[config.mk]
export PLATFORM = sky130hd
export DESIGN_NAME = bcsr_regs
export DESIGN_NICKNAME = d
export VERILOG_FILES = /design/src/bcsr_pkg.sv /design/src/bcsr_blank_timer.sv /design/src/bcsr_regs.sv
export SDC_FILE = /design/constraint.sdc
export NUM_CORES = 1
export LEC_CHECK = 0
export ABC_AREA = 1
export BUFFER_PORTS_ARGS = -buffer_cell sky130_fd_sc_hd__buf_4
export CAP_MARGIN = 25
export CORE_AREA = 3 3 112 114
export CTS_BUF_LIST = sky130_fd_sc_hd__clkbuf_8
export DETAILED_ROUTE_END_ITERATION = 8
export DIE_AREA = 0 0 115 117
export PLACE_DENSITY = 0.78
export SETUP_SLACK_MARGIN = 0.2
export SKIP_LAST_GASP = 1
export SLEW_MARGIN = 20
export SYNTH_ARGS = -nofsm -noshare
export SYNTH_HDL_FRONTEND = slang
export SYNTH_SLANG_ARGS = --single-unit
export TNS_END_PERCENT = 10
[constraint.sdc]
create_clock -name sys_clk -period 3.7 [get_ports sys_clk]
set_input_delay 0 -clock sys_clk [delete_from_list [all_inputs] [get_ports sys_clk]]
set_output_delay 0 -clock sys_clk [all_outputs]
set_load 0.005 [all_outputs]
[src/bcsr_pkg.sv]
// Purpose: constants and carrier types for the buck setting register bank
// Assumes: 8-bit registers placed in the low byte of 32-bit wishbone words
// Notes:   offsets are printed subaddresses; byte address is four times the index
package bcsr_pkg;
    localparam logic [7:0]  BUCK2_IDX        = 8'h17;
    localparam logic [7:0]  BUCK3_IDX        = 8'h18;
    localparam logic [7:0]  COMMIT_IDX       = 8'h1a;
    localparam logic [7:0]  UNLOCK_IDX       = 8'h30;
    localparam logic [7:0]  STATUS_IDX       = 8'h31;
    localparam logic [7:0]  BUCK2_RESET      = 8'hb5;
    localparam logic [7:0]  BUCK3_RESET      = 8'h98;
    localparam logic [7:0]  UNLOCK_KEY       = 8'h7d;
    localparam int          SKIP_BIT         = 7;
    localparam int          RSVD_BIT         = 6;
    localparam int          CODE_W           = 6;
    localparam int          COMMIT_BIT       = 0;
    localparam int          COMMIT_DSBL_BIT  = 1;
    localparam logic [7:0]  WRITE_MASK       = 8'hbf;
    localparam int          CLK_HZ           = 10_000_000;
    localparam int          BLANK_MS         = 5;
    localparam int          BLANK_CYCLES     = CLK_HZ / 1000 * BLANK_MS;
    localparam int          CNT_W            = 16;
    localparam logic [6:0]  CODE_BASE2_MV    = 7'h00;

    typedef enum logic [1:0]
    {
        BCSR_IDLE = 2'b00,
        BCSR_ACK  = 2'b01
    } bcsr_bus_e;

    typedef struct packed
    {
        logic        cyc;
        logic        stb;
        logic        we;
        logic [31:0] adr;
        logic [3:0]  sel;
        logic [31:0] dat;
    } bcsr_wbreq_s;

    typedef struct packed
    {
        logic [7:0]  buck2Code;
        logic [7:0]  buck3Code;
        logic [15:0] buck2Mv;
        logic [15:0] buck3Mv;
    } bcsr_out_s;
endpackage

[src/bcsr_blank_timer.sv]
// Purpose: monitor blanking timer started by a setting write
// Assumes: start is a one-cycle pulse
// Notes:   a new start restarts the full interval
`timescale 1ns/1ns
module bcsr_blank_timer #(
    parameter int COUNT = bcsr_pkg::BLANK_CYCLES
)(
    input  wire logic sys_clk,
    input  wire logic reset,
    input  wire logic start,
    output logic      blanking
);
    typedef struct packed
    {
        logic [bcsr_pkg::CNT_W-1:0] cnt;
    } bcsr_tmr_s;

    bcsr_tmr_s stQ;
    bcsr_tmr_s stD;

    // refuse a count that the counter cannot hold
    if (COUNT < 1 || COUNT >= (1 << bcsr_pkg::CNT_W))
    begin : g_countCheck
        $error("blank count out of range");
    end

    always_comb
    begin
        stD = stQ;
        if (start)
            stD.cnt = bcsr_pkg::CNT_W'(COUNT);
        else if (stQ.cnt != '0)
            stD.cnt = stQ.cnt - 1'b1;
    end

    always_ff @(posedge sys_clk)
    begin
        if (reset)
            stQ <= '0;
        else
            stQ <= stD;
    end

    assign blanking = (stQ.cnt != '0);
endmodule // bcsr_blank_timer

[src/bcsr_regs.sv]
// Purpose: setting registers of the second and third buck converters
// Assumes: classic wishbone slave, one wait state, 8-bit data in the low lane
// Notes:   the second buck applied code follows its staged code only on a commit write; the third buck code applies at once
`timescale 1ns/1ns

module bcsr_regs #(
    parameter int BLANK_COUNT = bcsr_pkg::BLANK_CYCLES
)(
    input  wire logic                 sys_clk,
    input  wire logic                 reset,
    input  wire logic                 wb_cyc_i,
    input  wire logic                 wb_stb_i,
    input  wire logic                 wb_we_i,
    input  wire logic [31:0]          wb_adr_i,
    input  wire logic [3:0]           wb_sel_i,
    input  wire logic [31:0]          wb_dat_i,
    output logic [31:0]               wb_dat_o,
    output logic                      wb_ack_o,
    input  wire logic                 resistorDefaultSelect,
    input  wire logic [5:0]           resistorDefaultCode,
    output logic                      monitorBlank,
    output logic                      buck2PulseSkipEnable,
    output logic                      buck3PulseSkipEnable,
    output logic [5:0]                buck2VoltageCode,
    output logic [5:0]                buck3VoltageCode,
    output logic [15:0]               buck2Millivolt,
    output logic [15:0]               buck3Millivolt
);
    typedef struct packed
    {
        logic        ack;
        logic [7:0]  rdat;
        logic [7:0]  buck2;
        logic [7:0]  buck3;
        logic [5:0]  buck2Applied;
        logic        unlocked;
        logic        strapDone;
    } bcsr_st_s;

    bcsr_st_s stQ;
    bcsr_st_s stD;
    logic     blankStart;
    logic     blanking;

    // second buck code to millivolt
    function automatic logic [15:0] buck2Mv(input logic [5:0] code);
        if (code <= 6'h32)
            buck2Mv = 16'(850 + 10 * int'(code));
        else
            buck2Mv = 16'(1350 + 25 * (int'(code) - 50));
    endfunction

    // third buck code to millivolt
    function automatic logic [15:0] buck3Mv(input logic [5:0] code);
        if (code <= 6'h19)
            buck3Mv = 16'(900 + 25 * int'(code));
        else
            buck3Mv = 16'(1550 + 50 * (int'(code) - 26));
    endfunction

    function automatic logic hit(input logic [31:0] adr, input logic [7:0] idx);
        hit = (adr[31:2] == {22'h0, idx}) && (adr[1:0] == 2'b00);
    endfunction

    logic req;
    logic wr;
    logic lane0;
    logic setHit;
    assign req    = wb_cyc_i && wb_stb_i && !stQ.ack;
    assign wr     = req && wb_we_i;
    assign lane0  = wb_sel_i[0];
    assign setHit = hit(wb_adr_i, bcsr_pkg::BUCK2_IDX) || hit(wb_adr_i, bcsr_pkg::BUCK3_IDX);

    always_comb
    begin
        stD      = stQ;
        stD.ack  = req;
        blankStart = 1'b0;
        // catch strapped default once after reset release
        if (!stQ.strapDone)
        begin
            stD.strapDone = 1'b1;
            if (resistorDefaultSelect)
                stD.buck3 = {bcsr_pkg::BUCK3_RESET[7:6], resistorDefaultCode};
        end
        if (wr && lane0)
        begin
            if (hit(wb_adr_i, bcsr_pkg::UNLOCK_IDX))
                stD.unlocked = (wb_dat_i[7:0] == bcsr_pkg::UNLOCK_KEY);
            else if (setHit && stQ.unlocked)
            begin
                if (hit(wb_adr_i, bcsr_pkg::BUCK2_IDX))
                    stD.buck2 = wb_dat_i[7:0] & bcsr_pkg::WRITE_MASK;
                else
                    stD.buck3 = wb_dat_i[7:0] & bcsr_pkg::WRITE_MASK;
                blankStart   = 1'b1;
                stD.unlocked = 1'b0;
            end
            else if (hit(wb_adr_i, bcsr_pkg::COMMIT_IDX))
            begin
                if (wb_dat_i[bcsr_pkg::COMMIT_BIT] || wb_dat_i[bcsr_pkg::COMMIT_DSBL_BIT])
                    stD.buck2Applied = stQ.buck2[bcsr_pkg::CODE_W-1:0];
            end
        end
        stD.rdat = 8'h00;
        if (req && !wb_we_i)
        begin
            if (hit(wb_adr_i, bcsr_pkg::BUCK2_IDX))
                stD.rdat = stQ.buck2 & bcsr_pkg::WRITE_MASK;
            else if (hit(wb_adr_i, bcsr_pkg::BUCK3_IDX))
                stD.rdat = stQ.buck3 & bcsr_pkg::WRITE_MASK;
            else if (hit(wb_adr_i, bcsr_pkg::STATUS_IDX))
                stD.rdat = {6'h00, blanking, stQ.unlocked};
        end
    end

    always_ff @(posedge sys_clk)
    begin
        if (reset)
        begin
            stQ              <= '0;
            stQ.buck2        <= bcsr_pkg::BUCK2_RESET;
            stQ.buck3        <= bcsr_pkg::BUCK3_RESET;
            stQ.buck2Applied <= bcsr_pkg::BUCK2_RESET[5:0];
        end
        else
            stQ <= stD;
    end

    bcsr_blank_timer #(
        .COUNT    (BLANK_COUNT)
    ) u_blank (
        .sys_clk  (sys_clk),
        .reset    (reset),
        .start    (blankStart),
        .blanking (blanking)
    );

    assign monitorBlank         = blanking;
    assign wb_ack_o             = stQ.ack;
    assign wb_dat_o             = {24'h0, stQ.rdat};
    assign buck2PulseSkipEnable = stQ.buck2[bcsr_pkg::SKIP_BIT];
    assign buck3PulseSkipEnable = stQ.buck3[bcsr_pkg::SKIP_BIT];
    assign buck2VoltageCode     = stQ.buck2Applied;
    assign buck3VoltageCode     = stQ.buck3[5:0];
    assign buck2Millivolt       = buck2Mv(stQ.buck2Applied);
    assign buck3Millivolt       = buck3Mv(stQ.buck3[5:0]);
endmodule // bcsr_regs

=== Yosys cells after proc, flatten, opt, wreduce, memory -nomap -nowiden ===
Index checks and enable logic that the tools add are counted.
W data, S select, Z words.

* Register bits after elaboration: 48
* Bits of input ports: 80
* Output and inout bits: 80

* $add $sub $neg: 7
* $mul: 4
* Order comparisons: 2
* Equal/unequal tests: 6
* Mux-type cells: 22
* Bitwise gates (word level): 3
* Reduce and logical (&&, ||, !) cells: 25

{| class="wikitable"
|+ Operators by type and width
! kind !! count
|-
| $eq A30 B5 Y1 const B || 3
|-
| $mux W16 || 4
|-
| $eq A30 B6 Y1 const B || 2
|-
| $mux W8 || 6
|-
| $mul A6 B7 Y13 const A || 2
|-
| $mux W6 || 3
|-
| $reduce_bool A16 Y1 || 1
|-
| $sub A16 B1 Y16 const B || 1
|-
| $add A12 B14 Y15 const A || 1
|-
| $mux W15 || 1
|-
| $add A12 B13 Y14 const A || 1
|-
| $mux W14 || 1
|-
| $add A10 B11 Y12 const A || 1
|-
| $add A10 B10 Y11 const A || 1
|-
| $logic_and A1 B1 Y1 || 11
|-
| $mul A5 B6 Y11 const A || 1
|-
| $mul A3 B6 Y9 const A || 1
|-
| $eq A8 B7 Y1 const B || 1
|-
| $sub A6 B5 Y7 const B || 1
|-
| $sub A6 B6 Y7 const B || 1
|-
| $le A6 B5 Y1 const B || 1
|-
| $le A6 B6 Y1 const B || 1
|-
| $mux W1 || 6
|-
| $reduce_and A5 Y1 || 1
|-
| 10 further kinds || 16
|}

=== Logic depth before layout (Yosys ltp) ===
Gate-level depths: netlist of the first run.

* Word-level depth: 8
* Gate-level depth with buffers: 23

=== Modules after synthesis ===
A second synthesis of the first run with hierarchy kept.

* Cell total of the unflattened synthesis: 835
* Area total of the unflattened synthesis: 5790.6 sq um

{| class="wikitable"
|+ By module, submodules not included
! module !! instances !! cells an instance !! area an instance (sq um) !! sequential area each (sq um)
|-
| bcsr_regs || 1 || 703 || 4878.4 || 600.6
|-
| bcsr_blank_timer || 1 || 132 || 912.1 || 320.3
|}

=== Worst setup path before layout of the first run ===
OpenSTA, ideal clock, no wires.

* Kind: register to output
* From: register stQ, in the netlist buck2VoltageCode[1]
* To: output buck2Millivolt[14]
* Data arrival time: 3.803 ns
* Required time: 3.700 ns
* Slack: -0.103 ns
* Cell stages (with the launch flop): 21
* Buffers on the path: 1
* Cell sequence: dfxtp_1 inv_1 ha_1 xnor2_1 inv_1 ha_1 inv_1 fa_1 inv_1 ha_1 inv_1 fa_1 inv_1 ha_1 nand2_1 nor3_1 nand2_1 o211ai_1 o21ai_0 a21oi_1 buf_4

* Cells in the longest elaborated chain, start to end: 4
* Elaborated cells between the ends (all ways): 5

{| class="wikitable"
|+ Ends and longest elaborated chain
! what !! line !! source
|-
| start: declaration || bcsr_regs.sv:40 || <nowiki>bcsr_st_s stQ;</nowiki>
|-
| start signal: assignment || bcsr_regs.sv:127 || <nowiki>stQ <= stD;</nowiki>
|-
| $sub A6 B6 Y7 || bcsr_regs.sv:50 || <nowiki>buck2Mv = 16'(1350 + 25 * (int'(code) - 50));</nowiki>
|-
| $mul A6 B7 Y13 || bcsr_regs.sv:50 ||
|-
| $add A12 B13 Y14 || bcsr_regs.sv:50 ||
|-
| $mux W16 * || bcsr_regs.sv:47 || <nowiki>if (code <= 6'h32)</nowiki>
|-
| end: declaration || bcsr_regs.sv:26 || <nowiki>output logic [15:0] buck2Millivolt,</nowiki>
|}

Every way passes the cells marked *; elsewhere a longest branch is shown, timed or not.

=== Final worst setup path of the first run ===
* From: register stQ, in the netlist buck2VoltageCode[2]
* To: output buck2Millivolt[14]

The elaborated chain is that of the path after synthesis.

==> impl_results.md, run 1 <==
* ANT nets after route at 0
* Sink Count at 46
* Most frequent cells in the layout: nand2_1 (170), buf_4 (147), inv_1 (117)
* Hold Fails Final Rpt at 0
* Clock Latency Late Sink at 300 ps
* Failing checks: negative setup slack
* Grt ovf at 0
* CTS tree: yes
* Vias in the first global route at 5230
* RSZ-0062 raised after global routing: true
* GRT Total Usage at 20.36%
* Worst vdd ir at 432.8 uV
* Final instance area at 7117 sq um
* Worst-Margin Slew at 701.1 ps
* Met1 usage at 26.59%
* Max capacitance violation total at 0
* First-pass GRT wire length at 22920 um
* Post-synth ARST share at 0%
* Final Max Tran Viols at 0
* F_max at 0.2580 GHz
* Die Span Y at 117 um
* Static Leak at 3.893 nW
* Crit-path cells: inv_2, ha_4, xnor2_4, inv_2, ha_4, inv_1, fa_1, inv_1, ha_1, inv_1, fa_1, inv_2, ha_4, buf_4, a21o_1, a31oi_1, o211ai_1, o21ai_1, a21oi_2, buf_4
* Synth warn at 0
* CP max stage delay at 470 ps
* Power per cell area at 414.5 nW/um^2
* Dpl cell area at 6654 sq um
* Power Total at 2.950 mW
* Reg-to-reg endpoint: u_blank.stQ[9]
* Crit path time final at 3875 ps
* Iteration-0 DRC count of the detailed router at 313
* Worst setup path endpoint: buck2Millivolt[14]
* Drt wl/cell at 12.46 um
* Final setup violation count at 16
* Core area at 11520 sq um
* Post-synth top flop: dfxtp_1
* Cell Rows at 39
* Met3 usage at 2.725%
* Most common cell after layout, fill and taps aside: nand2_1
* 1st-pass router iterations at 5
* DIE WIDTH at 115 um
* Post-synthesis sequential area ratio at 16.02%
* Critical path data arrival time at 3880 ps
* Max Fanout on Critical Path at 4
* Setup crit start: buck2VoltageCode[2]
* IO Port Bufs at 107
* Hold Path Class: in2reg
* CTS buffer count at 5
* R2R Path Start: u_blank.stQ[0]
* WP data required at 3700 ps
* Count of cell types in the netlist at 44
* Depth of the most critical reg-to-reg path at 7
* Dpl hpwl at 11120 um
* R2r setup slk at 1540 ps
* Clock transition at the registers of the reported paths at 90 ps
* RD Place Congestion at 0.8795
* Starting Density at 49.92%
* Rel. slew slack at 53.21%
* CP endpoint kind: primary output
* Root Buffer Master: clkbuf_8
* Startpoint Class: register
* # DRC at 0
* Cell area after synthesis at 5749 sq um
* Number of diodes at 0
* Share of cells above drive strength 1 at 22.57%
* H-tree levels at 2
* Final setup margin at -175.4 ps
* Number of enable flip-flop cells after synthesis at 0
* Synth Register Bits at 46
* Largest net degree at the start of global routing at 23
* Fin crit share at 104.7%
* Cells after Synth at 849
* Antenna violations before repair at 0
* Layout Skew at 13.60 ps
* Gr busiest metal: met2
* Outcome: finished with violations
* CTS Buffer Depth at 2
* Total Wirelength at 13980 um
* Slowest stage cell, crit path: fa_1
* WS Path Type: reg2out
* Mean Syn Cell Area at 6.772 sq um
* Area grow syn2layout at 23.79%
* DR vias at 5547
* Top-level I/O count at 160
* Die ar. at 13460 sq um
* Via/cell ratio at 4.944
* Routing usage on met2 at 35.73%
* Final-stage net count at 1162
## worst min path at each step
stage | depth (start not counted) | end | start | slack [ps]
2_1_floorplan | 2 | buck2PulseSkipEnable | wb_dat_i[7] | 110
3_3_place_gp | 3 | buck2PulseSkipEnable | wb_dat_i[7] | 230
3_5_place_dp | 3 | buck2PulseSkipEnable | wb_dat_i[7] | 240
4_1_cts | 4 | wb_dat_o[1] | wb_we_i | 20
5_1_grt | 4 | wb_dat_o[1] | wb_we_i | 30
6_report | 4 | wb_dat_o[1] | wb_we_i | 10
## synthesized netlist by cell type (all sizes together) (2+ instances only)
library cell,count,area share (%)
nand2,177,12
inv,124,8.1
nor2,101,6.9
ha,90,20
buf,50,6.5
dfxtp,46,16
a21oi,45,4.0
nand3,44,3.9
o21ai,37,3.3
xor2,25,3.8
fa,14,4.9
nor3,14,1.5
nand4,13,1.6
xnor2,11,1.7
o211ai,9,1.2
or2,8,0.87
clkbuf,7,0.52
a31oi,6,0.65
a211oi,5,0.65
a21o,4,0.52
clkinv,4,0.26
nor4,3,0.33
nand3b,2,0.26
o21bai,2,0.26
o22ai,2,0.22
## flip-flops by register name, indices dropped and copies added (netlist names)
name	cells
stQ	8
buck2PulseSkipEnable	1
buck3PulseSkipEnable	1
buck2VoltageCode	6
wb_dat_o	7
buck3VoltageCode	6
u_blank.stQ	16
wb_ack_o	1
## report_power, final
part	internal [mW]	total [mW]	leakage, nW	switching, mW
Sequential	0.553	0.603	0.375	0.0505
Clock	0.128	0.296	0.0467	0.167
Combinational	0.930	2.05	3.47	1.12
## logic make-up (layout without fill, tap and decap cells)
logic type               count (synthesis)  count (layout)  synth area share [%]
AND/OR/NAND/NOR                        364             364                 27.42
buffers and inverters                  185             291                 15.39
AO/OA/AOI/OAI                          113             113                 11.16
adder cells (fa/ha/maj)                104             104                 24.46
flip-flops                              46              46                 16.02
XOR/XNOR                                36              36                 5.484
other                                    1              25               0.06523
## through the flow
| step | TNS (ps) | hold slack [ps] | setup WS, ps | util [%] | cells |
|---|---|---|---|---|---|
| 3_5_place_dp | 0 | 236.1 | 19.31 | 57.78 | 1091 |
| 4_1_cts | -1287 | 17.10 | -119.3 | 61.16 | 1120 |
| 2_1_floorplan | 0 | 113.2 | 189.2 | - | 873 |
| 6_report | -1778 | 13.92 | -175.4 | 61.80 | 1122 |
| 5_1_grt | -5767 | 31.99 | -414.5 | 61.80 | 1122 |
| 3_3_place_gp | 0 | 234.7 | 64.45 | 57.78 | 1091 |
## critical path: cells and delay by family, from the launching register on
| family | cells | cell delay [ps] |
|---|---|---|
| compound gates | 5 | 670 |
| flops | 1 | 370 |
| buf+inv | 8 | 630 |
| xor+xnor | 1 | 180 |
| fa+ha+maj | 6 | 1730 |
## routing by layer
metal	vias to the layer above	part of all wire, %	routed length, um
met2	148	49	6820
met1	2463	45	6226
li1	2918	-	-
met3	18	5.3	741
met4	0	1.4	191
met5	-	0	0
## what timing repair did
item                                    CTS  global route
resized for setup                        32             9
pin swaps                                22            13
hold buffers                              8             0
endpoints found under the setup margin   18            19
hold endpoints to repair                 21             0
gates cloned                              0             0
setup buffers                            13             2
## cell type report
cell class | count | area (sq um)
tap | 143 | 178.9
clock buffer | 5 | 68.82
fill | 1036 | 4399
inverter | 128 | 480.5
clock inverter | 3 | 15.01
multi-input combinational | 642 | 4259
timing repair buffer | 155 | 1184
sequential | 46 | 930.9
No activity file was read; power rests on OpenSTA's default activity.
==> inputs of run 2 (changes only) <==
- RECOVER_POWER: default -> 100
==> run 2 against run 1 <==
The run still ends with negative setup slack left. Global-route usage unchanged. Register-to-register slack got worse by 300 ps. Wire length decreased by 0.19%. Die area unchanged. Combinational power about the same. Critical path depth unchanged. Design area decreased by 1.1%. Via count about the same.
==> impl_results.md, run 2 (synthesis results as in run 1) <==
* Final setup violation count at 16
* Core area at 11520 sq um
* Crit path time final at 3897 ps
* Max Fanout on Critical Path at 4
* Via/cell ratio at 4.940
* First-pass GRT wire length at 22920 um
* DIE WIDTH at 115 um
* Met2 WL at 6762 um
* Failing checks: negative setup slack
* Dpl cell area at 6654 sq um
* Max capacitance violation total at 0
* Power per cell area at 416.9 nW/um^2
* Max reg flops at 16
* Cell Rows at 39
* Most frequent cells in the layout: nand2_1 (173), buf_4 (123), inv_1 (117)
* RSZ-0062 raised after global routing: true
* IO Port Bufs at 107
* Layout Cells excl Fill at 1122
* Total negative slack at -1885 ps
* Met3 Wirelength at 698 um
* Area grow syn2layout at 22.44%
* WP data required at 3700 ps
* Outcome: finished with violations
* Die ar. at 13460 sq um
* Power Total at 2.934 mW
* Biggest register: u_blank.stQ
* ANT nets after route at 0
* CTS Buffer Depth at 2
* Static Leak at 3.820 nW
* Hold Path Class: in2reg
* Hold Fails Final Rpt at 0
* Final instance area at 7039 sq um
* Starting Density at 49.92%
* Max Used Layer: met4
* Most common cell after layout, fill and taps aside: nand2_1
* RD Place Congestion at 0.8795
* WL met1 at 6288 um
* Share of cells above drive strength 1 at 20.84%
* CTS buffer count at 5
* Largest net degree at the start of global routing at 23
* H-tree levels at 2
* WS Path Type: reg2out
* Antenna violations before repair at 0
* Drt wl/cell at 12.44 um
* Final Core Density at 61.13%
* Sink Count at 46
* Grt ovf at 0
* Clock transition at the registers of the reported paths at 90 ps
* Root Buffer Master: clkbuf_8
* Rel. slew slack at 54.60%
* Iteration-0 DRC count of the detailed router at 304
* Vias in the first global route at 5230
* Clock Latency Late Sink at 300 ps
* Dpl hpwl at 11120 um
* Critical path data arrival time at 3900 ps
* Final-stage net count at 1162
* Total Wirelength at 13950 um
* DP Worst Slack at 19.31 ps
* Number of diodes at 0
* CTS tree: yes
* # DRC at 0
* Die Span Y at 117 um
* Worst vdd ir at 422.9 uV
* Final setup margin at -197.4 ps
* Hold WS at 18.76 ps
* Startpoint Class: register
* Final Max Tran Viols at 0
* DR vias at 5543
* Layout Skew at 13.00 ps
* Fin crit share at 105.3%
* GRT Total Usage at 20.36%
* F_max at 0.2566 GHz
* Worst-Margin Slew at 675.8 ps
* Top-level I/O count at 160
* CP endpoint kind: primary output
* 1st-pass router iterations at 5
* Inst Count DP at 1091
## run 2: path summary, 6_finish.rpt
check | from | endpoint | slack (ps) | cells after the start
min reg2reg | stQ[19] | buck2VoltageCode[3] | 470 | 2
max reg2reg | u_blank.stQ[0] | u_blank.stQ[9] | 1240 | 7
max | buck2VoltageCode[2] | buck2Millivolt[11] | -200 | 20
min | wb_we_i | wb_dat_o[1] | 20 | 4
## run 2: routing by layer
| layer | track usage [%] | vias to the layer above |
|---|---|---|
| li1 | - | 2918 |
| met1 | 26.59 | 2458 |
| met2 | 35.73 | 149 |
| met3 | 2.725 | 18 |
| met4 | 4.930 | 0 |
| met5 | 0 | - |
## run 2: cell type report
cell class	count	area (sq um)
fillers	1057	4477
multi-input cells	642	4219
repair buffers	155	1146
flip-flops and latches	46	930.9
inverters	128	480.5
well taps	143	178.9
clock buffers	5	68.82
clock inverters	3	15.01
## run 2: critical path, stage by stage (launching register included)
cell and delay (ps):
dfxtp_2 360, inv_2 50, ha_4 190, a21oi_4 180, nor2_1 70, nor2_2 130, inv_1 80, fa_1 530
inv_1 40, ha_1 200, fa_1 490, ha_4 310, nand2_1 110, inv_1 100, a21oi_2 70, o21ai_2 210
nand2_1 80, nand2_1 80, o21ai_0 70, a21oi_1 120, buf_4 120
## run 2: timing repair
action,4_1_cts,5_1_grt
hold buffers,8,0
hold endpoints to repair,21,0
endpoints found under the setup margin,18,19
pin swaps,22,13
gates cloned,0,0
resized for setup,32,9
buffers inserted,13,2
## run 2: power breakdown
part	total (mW)	switching [mW]	leakage, nW	internal (mW)
Sequential	0.603	0.0506	0.375	0.553
Clock	0.296	0.167	0.0467	0.128
Combinational	2.04	1.11	3.40	0.922
Total	2.93	1.33	3.82	1.60
==> inputs of run 3 (changes only) <==
- ABC_AREA: 1 -> default
- CORE_AREA: 3 3 112 114 -> 3 3 110 112
- DIE_AREA: 0 0 115 117 -> 0 0 113 115
==> run 3 against run 2 <==
The run still ends with negative setup slack left. Sequential share of layout area is 0.15 points higher. Critical endpoint is now buck3Millivolt[13]. Wire length decreased by 2.3%. Sequential power grew 6.8%. Area after synthesis shrank 4.4%. Via count down 9.2%. Largest cell class unchanged. Worst setup slack worse by 270 ps.
==> impl_results.md, run 3 <==
* CP max stage delay at 490 ps
* Hold Path Class: in2reg
* Dpl hpwl at 11200 um
* Antenna violations before repair at 0
* Drt wl/cell at 14.38 um
* XOR/XNOR Fraction of Synth Area at 9.401%
* Final-stage net count at 988
* Fin crit share at 112.7%
* Share of cells above drive strength 1 at 30.06%
* CTS tree: yes
* WS Path Type: reg2out
* ANT nets after route at 0
* Cells after Synth at 665
* # DRC at 0
* Post-synth ARST share at 0%
* Met2 WL at 6957 um
* DR vias at 5034
* Final setup violation count at 15
* 1st-pass router iterations at 4
* Top cell type's share of synthesized area at 20.49%
* Layout Skew at 9.381 ps
* Worst-Margin Slew at 843.5 ps
* Via/cell ratio at 5.310
* Power Total at 3.273 mW
* Compound-gate portion of the synthesized area at 14.55%
* Worst setup path endpoint: buck3Millivolt[13]
* Synth Register Bits at 46
* Max Fanout on Critical Path at 6
* F_max at 0.2398 GHz
* Sink Count at 46
* Commonest cells post-synth: ha_1 (90), nor2_1 (60), inv_1 (54)
* Most numerous cell in the Yosys netlist: ha_1
* Hold Fails Final Rpt at 0
* Cell Rows at 39
* CTS buffer count at 5
* Area leader, netlist: ha_1
* Cell area after synthesis at 5497 sq um
* Final setup margin at -470.5 ps
* Vias in the first global route at 4987
* Outcome: finished with violations
* Crit path time final at 4170 ps
* Largest net degree at the start of global routing at 25
* Grt ovf at 0
* Top-level I/O count at 160
* Most common cell after layout, fill and taps aside: buf_4
* CP endpoint kind: primary output
* Depth of the most critical reg-to-reg path at 6
* Setup crit start: buck3VoltageCode[3]
* Iteration-0 DRC count of the detailed router at 268
* Area contributors post-synth: ha_1 (20%), dfxtp_1 (17%), buf_4 (6.7%)
* Core area at 11320 sq um
* First-pass GRT wire length at 22470 um
* Post-synth top flop: dfxtp_1
* RSZ-0062 raised after global routing: true
* Synth warn at 0
* Stages on worst setup path at 15
* Met3 Wirelength at 640 um
* R2r setup slk at 1670 ps
* Total negative slack at -4210 ps
* Hold WS at 12.73 ps
* Post-synthesis mux area share at 2.049%
* Number of enable flip-flop cells after synthesis at 0
* CTS Buffer Depth at 2
* Area grow syn2layout at 27.82%
* Starting Density at 48.55%
* Rel. slew slack at 43.76%
* Critical path data arrival time at 4170 ps
* Reg-to-reg endpoint: buck3VoltageCode[4]
* Max Used Layer: met4
* RD Place Congestion at 0.8690
* Startpoint Class: register
* Max reg flops at 16
* WP data required at 3700 ps
* Adder-cell share of the synthesized area at 25.59%
* WL met1 at 5773 um
* Worst hold path depth at 3
* Largest family of logic cells by synthesized area: adder cells
* DIE WIDTH at 113 um
* Mean Syn Cell Area at 8.265 sq um
* Biggest register: u_blank.stQ
* Final Core Density at 62.06%
* Most frequent cells in the layout: buf_4 (150), ha_1 (81), nor2_1 (57)
* Max capacitance violation total at 0
* Slowest stage cell, crit path: fa_1
* Crit path top cell by count: a21oi_4
* Number of diodes at 0
* Root Buffer Master: clkbuf_8
* IO Port Bufs at 107
* Total Wirelength at 13630 um
* Clock Latency Late Sink at 300 ps
* Clock transition at the registers of the reported paths at 90 ps
* Die Span Y at 115 um
* Count of cell types in the netlist at 74
* GRT Total Usage at 20.38%
* Post-synthesis simple-gate area fraction at 19.92%
* Power per cell area at 465.8 nW/um^2
* H-tree levels at 2
* Static Leak at 3.383 nW
* Worst vdd ir at 341.7 uV
* Cell family with most CP delay: adder cells
* Post-synthesis sequential area ratio at 16.75%
* Final Max Tran Viols at 0
* Buf+Inv Stages, Crit Path at 3
* Crit-path cells: ha_1, a21o_1, buf_6, a21oi_4, fa_1, ha_4, inv_2, fa_2, xnor2_2, or3b_4, a21oi_4, o31ai_4, or3_4, a21oi_2, buf_4
* R2R Path Start: wb_ack_o
* Die ar. at 13000 sq um
* Failing checks: negative setup slack
-- run 3: tightest hold or removal path: stages --
cell      delay (ps)
buf_4            130
nor2_1           100
a211oi_1          60
-- run 3: area by class of cell --
class,count,area [sq um]
flip-flops and latches,46,939.7
multi-input cells,526,4329
clock buffers,5,68.82
clock inverters,3,17.52
repair buffers,169,1276
inverters,56,215.2
well taps,143,178.9
fillers,929,4295
-- run 3: timing repair --
action                                  in CTS  in global routing
hold endpoints to repair                     9                  0
endpoints found under the setup margin      17                 18
cloned                                       0                  0
hold buffers                                 6                  0
pin swaps                                    7                 19
resized for setup                            6                 29
setup buffers                                0                  5
-- run 3: logic make-up after synthesis --
family,after synthesis
adders and majority gates,104
xor gates and xnor gates,59
DFF,46
AOI/OAI and AO/OA,125
and+or+nand+nor,202
other,1
buffers and inverters,117
muxes,11
-- run 3: through the flow --
| step | setup slack (ps) | std cells | area, sq um |
|---|---|---|---|
| 2_1_floorplan | 63.10 | 689 | 5747 |
| 3_3_place_gp | -3.521 | 929 | 6670 |
| 3_5_place_dp | -171.7 | 929 | 6670 |
| 4_1_cts | -396.4 | 943 | 6865 |
| 5_1_grt | -611.7 | 948 | 7025 |
| 6_report | -470.5 | 948 | 7025 |
-- run 3: layer usage --
| metal | track usage [%] | vias to the layer above |
|---|---|---|
| li1 | - | 2518 |
| met1 | 25.24 | 2348 |
| met2 | 37.72 | 140 |
| met3 | 2.263 | 28 |
| met4 | 5.128 | 0 |
| met5 | 0 | - |
-- run 3: worst min-delay path by stage --
stage | from | to | slack, ps
2_1_floorplan | wb_dat_i[3] | buck3VoltageCode[3] | 130
4_1_cts | reset | buck3VoltageCode[5] | 10
3_5_place_dp | wb_dat_i[3] | buck3VoltageCode[3] | 240
3_3_place_gp | wb_dat_i[3] | buck3VoltageCode[3] | 240
5_1_grt | wb_dat_i[1] | buck3VoltageCode[1] | 20
6_report | wb_dat_i[1] | buck3VoltageCode[1] | 10
-- run 3: power by group --
part	switching, mW	internal (mW)	leakage [nW]
clock network	0.168	0.131	0.0493
logic	1.15	1.18	2.96
registers	0.0721	0.571	0.378
total	1.39	1.88	3.38
